<file path="src/usart_pkg.sv">
// Constants for the serial channel: register offsets, field positions, reset values, modes.
// Assumes an 8-bit register port on the channel's own clock.
package usart_pkg;

  ////////////////////////////////////////////////////////////////////////////
  // Register offsets
  localparam logic [7:0] CTRL_ADDR     = 8'hE2;
  localparam logic [7:0] STAT_ADDR     = 8'hE5;
  localparam logic [7:0] BAUD_ADDR     = 8'hE6;
  localparam logic [7:0] DATA_ADDR     = 8'hE7;
  localparam logic [7:0] IRQ_STAT_ADDR = 8'hE8;
  localparam logic [7:0] IRQ_MASK_ADDR = 8'hE9;

  ////////////////////////////////////////////////////////////////////////////
  // Reset values
  localparam logic [7:0] CTRL_RST = 8'h00;
  localparam logic [7:0] BAUD_RST = 8'hFF;
  localparam logic [7:0] DATA_RST = 8'hFF;
  localparam logic [7:0] MASK_RST = 8'h00;

  ////////////////////////////////////////////////////////////////////////////
  // channel_status bit positions
  localparam int ST_TX_EMPTY   = 7;
  localparam int ST_TXC        = 6;
  localparam int ST_RXC        = 5;
  localparam int ST_WAKE       = 4;
  localparam int ST_SRST       = 3;
  localparam int ST_OVERRUN    = 2;
  localparam int ST_FRAME_ERR  = 1;
  localparam int ST_PARITY_ERR = 0;

  // Control register bit positions
  localparam int CT_MODE_HI      = 7;
  localparam int CT_MODE_LO      = 6;
  localparam int CT_PAR_EN       = 5;
  localparam int CT_PAR_ODD      = 4;
  localparam int CT_TX_EN        = 3;
  localparam int CT_RXE          = 2;
  localparam int CT_MASTER       = 1;
  localparam int CT_DOUBLE_SPEED = 0;

  // Interrupt status and mask bit positions
  localparam int IR_RX   = 0;
  localparam int IR_TX_EMPTY = 1;
  localparam int IR_WAKE = 2;
  localparam int IR_OVR  = 3;
  localparam int IR_W    = 4;

  ////////////////////////////////////////////////////////////////////////////
  // Operating modes and timing counts
  localparam logic [1:0] MODE_ASYNC = 2'h0;
  localparam logic [1:0] MODE_SYNC  = 2'h1;
  localparam logic [1:0] MODE_SPI   = 2'h3;

  localparam logic [4:0] OS_NORMAL = 5'h10;
  localparam logic [4:0] OS_DOUBLE = 5'h08;
  localparam logic [4:0] OS_SYNC   = 5'h02;
  localparam logic [2:0] LAST_BIT  = 3'h7;

endpackage

</file>
<file path="src/usart_channel.sv">
// Serial channel: status flags, soft reset, baud divisor, shared data port.
// Assumes one clock, register port strobes synchronous to core_clk, rx_line asynchronous.
// Operation
// - Low rx pin in stop mode sets wake
// - Wake sets only in asynchronous mode
// - Soft reset bit resets channel, self-clears
// - Overrun flag set; frames dropped while set
// - Receive buffer read clears overrun flag
// - Framing error follows zero stop bit
// - Parity error when checking enabled and bad
// - Divisor, reset all ones, sets rates
// - Data port: write transmits, read receives
// - Sync master write starts clock always
// - Double speed affects asynchronous mode only
// - Empty flag reads one; zero write clears
//
// Local design decision: the address-and-strobe port.
`timescale 1ns/1ps
module usart_channel #(
  parameter int ADDR_W = 8
) (
  input  wire logic              core_clk,           // System clock
  input  wire logic              reset,              // Synchronous reset, active high
  input  wire logic              clk_en,             // Freezes all state while low
  input  wire logic [ADDR_W-1:0] addr,               // Register address
  input  wire logic [7:0]        wdata,              // Write data
  input  wire logic              wr_en,              // Write strobe
  input  wire logic              rd_en,              // Read strobe
  output logic      [7:0]        rdata,              // Read data, cycle after rd_en
  input  wire logic              rx_line,            // Receive pin
  input  wire logic              stop_mode,          // Processor in stop mode
  output logic                   tx_line,            // Transmit pin
  output logic                   sync_shift_clock,   // Shift clock out
  output logic                   sync_shift_clock_oe,// Shift clock drive enable
  output logic                   irq                 // Level interrupt
);

  initial
  begin
    if (ADDR_W < 8)
      $error("ADDR_W must be at least 8");
  end

  typedef enum logic [2:0] {TX_IDLE, TX_START, TX_DATA, TX_PAR, TX_STOP} tx_state_e;
  typedef enum logic [2:0] {RX_IDLE, RX_START, RX_DATA, RX_PAR, RX_STOP} rx_state_e;

  function automatic logic hit(input logic [ADDR_W-1:0] a, input logic [7:0] off);
    return a == ADDR_W'(off);
  endfunction

  ////////////////////////////////////////////////////////////////////////////
  // Registers and decode
  logic [7:0]      ctrl_q, baud_q, rx_buf_q, tx_buf_q, tx_sh_q, rx_sh_q, srx_q, rdata_q;
  logic            tx_empty_q, txc_q, wake_q, srst_q, overrun_q, frame_err_q, parity_err_q, rx_full_q, tx_full_q;
  logic            rx_m1_q, rx_m2_q, rx_m3_q, rx_s_q;
  logic            txd_q, sclk_q, sclk_oe_q, irq_q, tx_par_q, rx_par_q, rx_par_err_q;
  logic [7:0]      div_cnt_q;
  logic [4:0]      tph_q, rph_q;
  logic [2:0]      tbit_q, rbit_q;
  tx_state_e       tx_st_q;
  rx_state_e       rx_st_q;

  localparam int IRQ_W = usart_pkg::IR_W;
  logic [IRQ_W-1:0] irq_stat_q, irq_mask_q;
  // Soft reset waits for the clock enable so a frozen channel keeps its state
  wire chan_rst   = reset | (srst_q & clk_en);
  wire wr_ctrl    = wr_en & hit(addr, usart_pkg::CTRL_ADDR);
  wire wr_stat    = wr_en & hit(addr, usart_pkg::STAT_ADDR);
  wire wr_baud    = wr_en & hit(addr, usart_pkg::BAUD_ADDR);
  wire wr_data    = wr_en & hit(addr, usart_pkg::DATA_ADDR);
  wire wr_istat   = wr_en & hit(addr, usart_pkg::IRQ_STAT_ADDR);
  wire wr_imask   = wr_en & hit(addr, usart_pkg::IRQ_MASK_ADDR);
  wire rd_data    = rd_en & hit(addr, usart_pkg::DATA_ADDR);
  wire [1:0] mode = ctrl_q[usart_pkg::CT_MODE_HI:usart_pkg::CT_MODE_LO];
  wire is_async   = mode == usart_pkg::MODE_ASYNC;
  wire tx_en      = ctrl_q[usart_pkg::CT_TX_EN];
  wire rxe        = ctrl_q[usart_pkg::CT_RXE];
  wire par_en     = ctrl_q[usart_pkg::CT_PAR_EN];
  wire par_odd    = ctrl_q[usart_pkg::CT_PAR_ODD];
  wire sync_mst   = !is_async & ctrl_q[usart_pkg::CT_MASTER];

  always_ff @(posedge core_clk)
  begin
    if (reset)
    begin
      ctrl_q     <= usart_pkg::CTRL_RST;
      baud_q     <= usart_pkg::BAUD_RST;
      irq_mask_q <= IRQ_W'(usart_pkg::MASK_RST);
    end
    else if (clk_en)
    begin
      if (wr_ctrl)
        ctrl_q <= wdata;
      if (wr_baud)
        baud_q <= wdata;
      if (wr_imask)
        irq_mask_q <= wdata[IRQ_W-1:0];
    end
  end

  ////////////////////////////////////////////////////////////////////////////
  // Soft reset pulse and rx pin synchroniser
  always_ff @(posedge core_clk)
  begin
    if (reset)
      srst_q <= 1'b0;
    else if (clk_en)
      srst_q <= wr_stat & wdata[usart_pkg::ST_SRST] & !srst_q;
  end

  always_ff @(posedge core_clk)
  begin
    if (reset)
    begin
      {rx_m1_q, rx_m2_q, rx_m3_q, rx_s_q} <= 4'hF;
    end
    else if (clk_en)
    begin
      rx_m1_q <= rx_line;
      rx_m2_q <= rx_m1_q;
      rx_m3_q <= rx_m2_q;
      if (rx_m2_q == rx_m3_q)
        rx_s_q <= rx_m3_q;
    end
  end

  ////////////////////////////////////////////////////////////////////////////
  // Baud tick: one every divisor+1 cycles, spb ticks per bit
  wire       tick = div_cnt_q >= baud_q;
  wire [4:0] spb  = !is_async ? usart_pkg::OS_SYNC :
                    ctrl_q[usart_pkg::CT_DOUBLE_SPEED] ? usart_pkg::OS_DOUBLE : usart_pkg::OS_NORMAL;
  wire       t_end   = tick & (tph_q == spb - 5'h01);
  wire       r_samp  = tick & (rph_q == (spb >> 1) - 5'h01);
  wire       tx_load = tx_st_q == TX_IDLE & tx_full_q & (is_async ? tx_en : sync_mst);
  wire       t_last  = tx_st_q == TX_DATA & t_end & tbit_q == usart_pkg::LAST_BIT;
  wire       tx_fin  = (tx_st_q == TX_STOP & t_end) | (t_last & !is_async);

  always_ff @(posedge core_clk)
  begin
    if (chan_rst)
      div_cnt_q <= 8'h00;
    else if (clk_en)
      div_cnt_q <= tick ? 8'h00 : div_cnt_q + 8'h01;
  end

  ////////////////////////////////////////////////////////////////////////////
  // Transmitter, also the shift clock source in synchronous master mode
  always_ff @(posedge core_clk)
  begin
    if (chan_rst)
    begin
      tx_st_q  <= TX_IDLE;
      tx_sh_q  <= 8'h00;
      tph_q    <= 5'h00;
      tbit_q   <= 3'h0;
      tx_par_q <= 1'b0;
      srx_q    <= 8'h00;
    end
    else if (clk_en)
    begin
      if (tx_st_q != TX_IDLE && tick)
        tph_q <= t_end ? 5'h00 : tph_q + 5'h01;
      if (tx_st_q == TX_DATA && !is_async && tick && tph_q == 5'h00)
        srx_q <= {rx_s_q, srx_q[7:1]};
      case (tx_st_q)
        TX_IDLE:
          if (tx_load)
          begin
            tx_sh_q  <= tx_buf_q;
            tph_q    <= 5'h00;
            tbit_q   <= 3'h0;
            tx_par_q <= par_odd;
            tx_st_q  <= is_async ? TX_START : TX_DATA;
          end
        TX_START:
          if (t_end)
            tx_st_q <= TX_DATA;
        TX_DATA:
          if (t_end)
          begin
            tx_sh_q  <= {1'b0, tx_sh_q[7:1]};
            tx_par_q <= tx_par_q ^ tx_sh_q[0];
            tbit_q   <= tbit_q + 3'h1;
            if (t_last)
              tx_st_q <= !is_async ? TX_IDLE : par_en ? TX_PAR : TX_STOP;
          end
        TX_PAR:
          if (t_end)
            tx_st_q <= TX_STOP;
        TX_STOP:
          if (t_end)
            tx_st_q <= TX_IDLE;
        default:
          tx_st_q <= TX_IDLE;
      endcase
    end
  end

  logic txd_d;
  always_comb
  begin
    case (tx_st_q)
      TX_START: txd_d = 1'b0;
      TX_DATA:  txd_d = tx_sh_q[0];
      TX_PAR:   txd_d = tx_par_q;
      default:  txd_d = 1'b1;
    endcase
    if (!tx_en)
      txd_d = 1'b1;
  end

  ////////////////////////////////////////////////////////////////////////////
  // Receiver: asynchronous frame state machine, frame completion for both modes
  wire       a_done = rx_st_q == RX_STOP & r_samp;
  wire       s_done = t_last & !is_async & rxe;
  wire       f_done = a_done | s_done;
  wire [7:0] f_data = a_done ? rx_sh_q : srx_q;
  wire       f_frame_err  = a_done & !rx_s_q;
  wire       f_parity_err = a_done & rx_par_err_q;
  wire       accept = f_done & (!rx_full_q | rd_data) & (!overrun_q | rd_data);
  wire       ovr    = f_done & rx_full_q & !rd_data;

  always_ff @(posedge core_clk)
  begin
    if (chan_rst)
    begin
      rx_st_q  <= RX_IDLE;
      rx_sh_q  <= 8'h00;
      rph_q    <= 5'h00;
      rbit_q   <= 3'h0;
      rx_par_q     <= 1'b0;
      rx_par_err_q <= 1'b0;
    end
    else if (clk_en)
    begin
      if (rx_st_q != RX_IDLE && tick)
        rph_q <= (rph_q == spb - 5'h01) ? 5'h00 : rph_q + 5'h01;
      case (rx_st_q)
        RX_IDLE:
          if (is_async && rxe && !rx_s_q)
          begin
            rph_q   <= 5'h00;
            rx_st_q <= RX_START;
          end
        RX_START:
          if (r_samp)
          begin
            rbit_q   <= 3'h0;
            rx_par_q     <= par_odd;
            rx_par_err_q <= 1'b0;
            rx_st_q  <= rx_s_q ? RX_IDLE : RX_DATA;
          end
        RX_DATA:
          if (r_samp)
          begin
            rx_sh_q  <= {rx_s_q, rx_sh_q[7:1]};
            rx_par_q <= rx_par_q ^ rx_s_q;
            rbit_q   <= rbit_q + 3'h1;
            if (rbit_q == usart_pkg::LAST_BIT)
              rx_st_q <= par_en ? RX_PAR : RX_STOP;
          end
        RX_PAR:
          if (r_samp)
          begin
            rx_par_err_q <= rx_par_q ^ rx_s_q;
            rx_st_q <= RX_STOP;
          end
        RX_STOP:
          if (r_samp)
            rx_st_q <= RX_IDLE;
        default:
          rx_st_q <= RX_IDLE;
      endcase
    end
  end

  ////////////////////////////////////////////////////////////////////////////
  // Buffers and status flags (hardware set wins over software clear)
  wire wake_set = is_async & stop_mode & !rx_s_q;
  wire stat_clr = wr_stat;

  always_ff @(posedge core_clk)
  begin
    if (chan_rst)
    begin
      rx_buf_q  <= usart_pkg::DATA_RST;
      tx_buf_q  <= usart_pkg::DATA_RST;
      rx_full_q <= 1'b0;
      tx_full_q <= 1'b0;
      tx_empty_q   <= 1'b1;
      txc_q        <= 1'b0;
      wake_q       <= 1'b0;
      overrun_q    <= 1'b0;
      frame_err_q  <= 1'b0;
      parity_err_q <= 1'b0;
    end
    else if (clk_en)
    begin
      if (wr_data)
        tx_buf_q <= wdata;
      tx_full_q <= wr_data | (tx_full_q & !tx_load);
      tx_empty_q <= tx_load | (tx_empty_q & !wr_data & !(stat_clr & !wdata[usart_pkg::ST_TX_EMPTY]));
      txc_q     <= (tx_fin & !tx_full_q) | (txc_q & !(stat_clr & !wdata[usart_pkg::ST_TXC]));
      wake_q    <= wake_set | (wake_q & !(stat_clr & !wdata[usart_pkg::ST_WAKE]));
      overrun_q <= ovr | (overrun_q & !rd_data);
      if (accept)
      begin
        rx_buf_q     <= f_data;
        frame_err_q  <= f_frame_err;
        parity_err_q <= f_parity_err;
      end
      else if (rd_data)
      begin
        frame_err_q  <= 1'b0;
        parity_err_q <= 1'b0;
      end
      rx_full_q <= accept | (rx_full_q & !rd_data);
    end
  end

  ////////////////////////////////////////////////////////////////////////////
  // Interrupts, read port, pin outputs
  wire [IRQ_W-1:0] ev = {ovr, wake_set & !wake_q, tx_load, accept};
  wire [7:0] stat_v = {tx_empty_q, txc_q, rx_full_q, wake_q, srst_q, overrun_q, frame_err_q, parity_err_q};
  wire [7:0] rmux =
    hit(addr, usart_pkg::CTRL_ADDR)     ? ctrl_q   :
    hit(addr, usart_pkg::STAT_ADDR)     ? stat_v   :
    hit(addr, usart_pkg::BAUD_ADDR)     ? baud_q   :
    hit(addr, usart_pkg::DATA_ADDR)     ? rx_buf_q :
    hit(addr, usart_pkg::IRQ_STAT_ADDR) ? 8'(irq_stat_q) :
    hit(addr, usart_pkg::IRQ_MASK_ADDR) ? 8'(irq_mask_q) : 8'h00;

  always_ff @(posedge core_clk)
  begin
    if (reset)
    begin
      irq_stat_q <= '0;
      rdata_q    <= 8'h00;
      txd_q      <= 1'b1;
      sclk_q     <= 1'b0;
      sclk_oe_q  <= 1'b0;
      irq_q      <= 1'b0;
    end
    else if (clk_en)
    begin
      irq_stat_q <= ev | (irq_stat_q & ~(wr_istat ? wdata[IRQ_W-1:0] : '0));
      rdata_q    <= rd_en ? rmux : 8'h00;
      txd_q      <= txd_d;
      sclk_q     <= sync_mst & tx_st_q == TX_DATA & tph_q[0];
      sclk_oe_q  <= sync_mst;
      irq_q      <= |(irq_stat_q & irq_mask_q);
    end
  end

  assign rdata               = rdata_q;
  assign tx_line             = txd_q;
  assign sync_shift_clock    = sclk_q;
  assign sync_shift_clock_oe = sclk_oe_q;
  assign irq                 = irq_q;

  ////////////////////////////////////////////////////////////////////////////
  // Checks
  wake_async_set_a: assert property (@(posedge core_clk) disable iff (reset)
    clk_en && is_async && stop_mode && !rx_s_q && !srst_q |=> wake_q) else $error("wake flag not set");
  wake_sync_block_a: assert property (@(posedge core_clk) disable iff (reset)
    !is_async && !wake_q |=> !wake_q) else $error("wake flag set outside async mode");
  soft_reset_clear_a: assert property (@(posedge core_clk) disable iff (reset)
    clk_en && srst_q |=> !srst_q && tx_empty_q && !rx_full_q && !overrun_q)
    else $error("soft reset did not self-clear");
  overrun_drop_a: assert property (@(posedge core_clk) disable iff (reset)
    clk_en && overrun_q && !rd_data && !srst_q |=> overrun_q && $stable(rx_buf_q))
    else $error("frame taken during overrun");
  overrun_read_a: assert property (@(posedge core_clk) disable iff (reset)
    clk_en && rd_data && !f_done |=> !overrun_q) else $error("overrun survived buffer read");
  frame_err_load_a: assert property (@(posedge core_clk) disable iff (reset)
    clk_en && accept && !srst_q |=> frame_err_q == $past(f_frame_err) && rx_full_q)
    else $error("framing flag wrong");
  parity_gate_a: assert property (@(posedge core_clk) disable iff (reset)
    rx_st_q == RX_START && clk_en && r_samp && !par_en && !srst_q |=> !rx_par_err_q)
    else $error("parity error without checking");
  baud_load_a: assert property (@(posedge core_clk) disable iff (reset)
    clk_en && wr_baud |=> baud_q == $past(wdata)) else $error("divisor not loaded");
  data_read_a: assert property (@(posedge core_clk) disable iff (reset)
    clk_en && rd_data |=> rdata_q == $past(rx_buf_q)) else $error("data port read wrong");
  sync_start_a: assert property (@(posedge core_clk) disable iff (reset)
    clk_en && tx_full_q && sync_mst && tx_st_q == TX_IDLE && !srst_q |=> tx_st_q == TX_DATA)
    else $error("shift clock not started");
  tx_empty_clear_a: assert property (@(posedge core_clk) disable iff (reset)
    clk_en && wr_stat && !wdata[usart_pkg::ST_TX_EMPTY] && !tx_load && !srst_q |=> !tx_empty_q)
    else $error("empty flag not cleared");

endmodule

</file>
<file path="config.mk">
export PLATFORM = sky130hd
export DESIGN_NAME = usart_channel
export DESIGN_NICKNAME = d
export VERILOG_FILES = /design/src/usart_pkg.sv /design/src/usart_channel.sv
export SDC_FILE = /design/constraint.sdc
export NUM_CORES = 1
export LEC_CHECK = 0
export BUFFER_PORTS_ARGS = -buffer_cell sky130_fd_sc_hd__buf_2
export CAP_MARGIN = 20
export CORE_MARGIN = 3
export CORE_UTILIZATION = 60
export CTS_CLUSTER_SIZE = 28
export DETAILED_ROUTE_END_ITERATION = 12
export GPL_TIMING_DRIVEN = 0
export PLACE_DENSITY = 0.82
export SETUP_SLACK_MARGIN = 0.4
export SLEW_MARGIN = 10
export SYNTH_ARGS = -nofsm -noshare
export SYNTH_HDL_FRONTEND = slang
export SYNTH_SLANG_ARGS = --single-unit
</file>
<file path="constraint.sdc">
create_clock -name core_clk -period 4.3 [get_ports core_clk]
set_input_delay 0 -clock core_clk [delete_from_list [all_inputs] [get_ports core_clk]]
set_output_delay 0 -clock core_clk [all_outputs]
set_load 0.02 [all_outputs]
</file>
==> impl_metrics.yaml <==
floorplan:
  chipWidth_um: 107
  initial_utilization_pct: 62.1
  io_pins: 35
  die_y_um: 107
  core_mm2: 0.00982
  die_area_mm2: 0.0114
  rows: 36
cts:
  clk_path_buf_depth: 2
  clk_pin_slew_worst_paths_ns: 0.06
  ctsResizeCount: 0
  clock_latency_ns: 0.52
  cts_buffers: 17
  clock_sinks: 122
  htreeDepth: 4
  root_buffer: "clkbuf_8"
  cts_tree: "yes"
flow_run:
  cap_violations: 0
global_route:
  grt_overflow: 0
  track_usage_pct: 32.9
  grt_max_degree: 17
  grt_pass1_vias: 5677
  antenna_found_initial: 0
  grt_pass1_wl_um: 29400
synth:
  synth_cell_types: 71
  syn_area_per_cell_um2: 8.56
  ys_seq_area_share_pct: 40.1
  async_reset_ff_share_pct: 0
  yosys_warnings: 0
  synth_edf_count: 0
  synthesis.instances: 712
  synthesis.nets: 751
  synth-seq-cells: 122
  synth_ff_type: "dfxtp_1"
  syn-cell-area_mm2: 0.00610
final_layout:
  num_antenna_cells: 0
  fillers: 744
  layout_common_cells: "dfxtp_1 (122), nand2_1 (81), nor2_1 (77)"
  final_common_cell: "dfxtp_1"
  final_core_util_pct: 72.8
  fin_nets: 815
  fin_cells: 922
  area_delta_synth_final_pct: 17.3
  layout-drive-gt1-share_pct: 12.4
pwr:
  power_density_mw_per_mm2: 377
  peakVddDrop_mv: 0.283
  power.leakage_nw: 2.75
setup_path:
  crit_required_ns: 4.74
  critPathLaunchType: "flip-flop"
  r2r_cells: 9
  crit_type: "reg -> reg"
  timing.reg2reg.setup_slack_ns: 1.43
  cp-end-kind: "flip-flop"
  r2r_start: "baud_q[6]$_SDFFE_PP1P_"
  crit_path_cell_trace: "inv_1 > ha_1 > a21oi_1 > a21boi_0 > nor2_1 > buf_2 > a221oi_1 > o21ai_0 > mux2i_1"
  critPathMaxFanout: 10
  startpoint: "baud_q[6]$_SDFFE_PP1P_"
  slowest_stage: "o21ai_0"
  cp.arrival_ns: 3.31
  r2r-end: "rx_st_q[0]$_SDFFE_PP0P_"
  cp_slowest_stage_delay_ns: 0.54
  critical_path.top_delay_family: "compound AO/OA/AOI/OAI gates"
  worst-path-buf-inv: 2
sta:
  fin_ws_ns: 1.43
  fin_crit_sh_pct: 66.6
  period_needed_ns: 2.87
  max_freq_mhz: 349
  setup_viol: 0
  slew_headroom_pct: 34.2
  finalMaxSlewViolations: 0
  hold_viol_final: 0
  fin_skew_ns: 0.00903
  hold-worst-slack_ns: 0.152
  tightest_slew_ns: 0.984
  rsz0062_at_grt: "no"
  fin_tns_setup_ns: 0
hold_path:
  hold-path-cell-count: 5
  hp-class: "in -> reg"
  hold_start: "addr[3]"
  min_to: "rdata[2]$_SDFFE_PP0P_"
route:
  ant_nets: 0
  drc: 0
  vias: 5942
  vias_per_cell: 6.44
  routedWlPerCell_um: 19.8
  first_iter_violations: 645
  drt_wl_total_um: 18200
  first_pass_iters: 6
run_status:
  status: "finished clean"
place:
  dp_slack_ns: 1.53
  dp_cells: 876
  gp_congestion: 0.990
  port-buffer-count: 31
  dpl.hpwl_um: 12300
-- sequential cells by signal, summed over array words and instances, names as in the netlist, 3 cells and up --
register    cells
baud_q          8
ctrl_q          8
div_cnt_q       8
irq_mask_q      4
irq_stat_q      4
rbit_q          3
rdata           8
rph_q           5
rx_buf_q        8
rx_sh_q         8
rx_st_q         3
srx_q           8
tbit_q          3
tph_q           5
tx_buf_q        8
tx_sh_q         8
tx_st_q         3
-- synthesized netlist by cell type (all sizes together) (2+ instances only) --
library cell	instances	area [um^2]
o31ai	5	37.5
mux2i	49	490
nand2b	8	50.1
and3	4	25.0
xnor2	5	43.8
ha	16	200
xor2	8	70.1
dfxtp	122	2440
a22oi	19	143
a21oi	42	210
a211o	11	97.6
buf	18	106
or3	2	12.5
or2	3	18.8
nor4bb	2	20.0
o32ai	2	17.5
nand4b	2	17.5
nor3	19	100
mux2	6	67.6
nand4	13	81.3
a211oi	11	95.1
nor2b	10	62.6
nor2	77	289
o21ai	29	145
and2	3	18.8
a31o	4	35.0
nand3b	2	15.0
a2bb2oi	8	70.1
nand2	81	304
nand3	33	165
inv	22	82.6
a22o	4	35.0
a2111oi	5	106
a31oi	5	31.3
o2111ai	2	17.5
a32o	3	30.0
nor3b	4	30.0
o211ai	4	30.0
clkbuf	27	103
o21a	3	22.5
-- worst reg2reg max path: cells and delay by family, from the launching register on --
kind,cells,cell delay (ns)
muxes,1,0.25
adders and majority gates,1,0.32
DFF,1,0.34
AOI/OAI and AO/OA,4,0.97
buffers and inverters,2,0.46
and+or+nand+nor,1,0.45
-- repair_timing --
| item | CTS | global route |
|---|---|---|
| endpoints found under the hold margin | 44 | 0 |
| hold buffers | 14 | 0 |
| setup buffers | 0 | 0 |
-- metrics by stage --
stage | total power, mW | cell area, um^2
global route | 2.76 | 7150
finish | 2.69 | 7150
CTS | 2.68 | 7150
global placement | 1.26 | 6420
detailed placement | 1.27 | 6420
floorplan | 1.22 | 6100
-- worst max path at each step --
stage / depth (start not counted) / end
after global placement: 9 / rx_st_q[1]$_SDFFE_PP0P_
after floorplan: 9 / rx_st_q[0]$_SDFFE_PP0P_
after CTS: 9 / rx_st_q[0]$_SDFFE_PP0P_
final: 9 / rx_st_q[0]$_SDFFE_PP0P_
after global routing: 9 / rx_st_q[0]$_SDFFE_PP0P_
after detailed placement: 9 / rx_st_q[0]$_SDFFE_PP0P_
-- report_power, final --
part	internal, mW	leakage [nW]	total (mW)	switching, mW
Clock	0.885	0.277	1.43	0.548
Sequential	1.14	0.985	1.14	0.00455
Combinational	0.0401	1.48	0.119	0.0787
-- logic make-up (layout without fill, tap and decap cells) --
| logic type | Yosys count | in the layout | synth area share (%) |
|---|---|---|---|
| adder cells (fa/ha/maj) | 16 | 16 | 3.28 |
| AO/OA/AOI/OAI | 168 | 168 | 20.0 |
| XOR/XNOR | 13 | 13 | 1.87 |
| multiplexers | 55 | 55 | 9.15 |
| flip-flops | 122 | 122 | 40.1 |
| AND/OR/NAND/NOR | 270 | 270 | 20.8 |
| buffers and inverters | 68 | 145 | 4.84 |
-- metal layers --
layer | share of wire, % | global-route usage [%] | vias up | wire length (um)
li1 | - | - | 2696 | -
met1 | 39 | 41.2 | 2797 | 7080
met2 | 47 | 53.3 | 376 | 8600
met3 | 9.9 | 8.91 | 73 | 1800
met4 | 4.0 | 14.4 | 0 | 734
met5 | 0 | 0 | - | 0
-- layout make-up --
type | count | area (um^2) | share of cell area [%]
Timing Repair Buffer | 45 | 295 | 4.13
Sequential cell | 122 | 2440 | 34.2
Clock buffer | 18 | 418 | 5.85
Tap cell | 133 | 166 | 2.33
Buffer | 45 | 209 | 2.92
Inverter | 23 | 86.3 | 1.21
Clock inverter | 14 | 174 | 2.43
Multi-Input combinational cell | 522 | 3360 | 47.0
(Power assumes the default switching activity.)
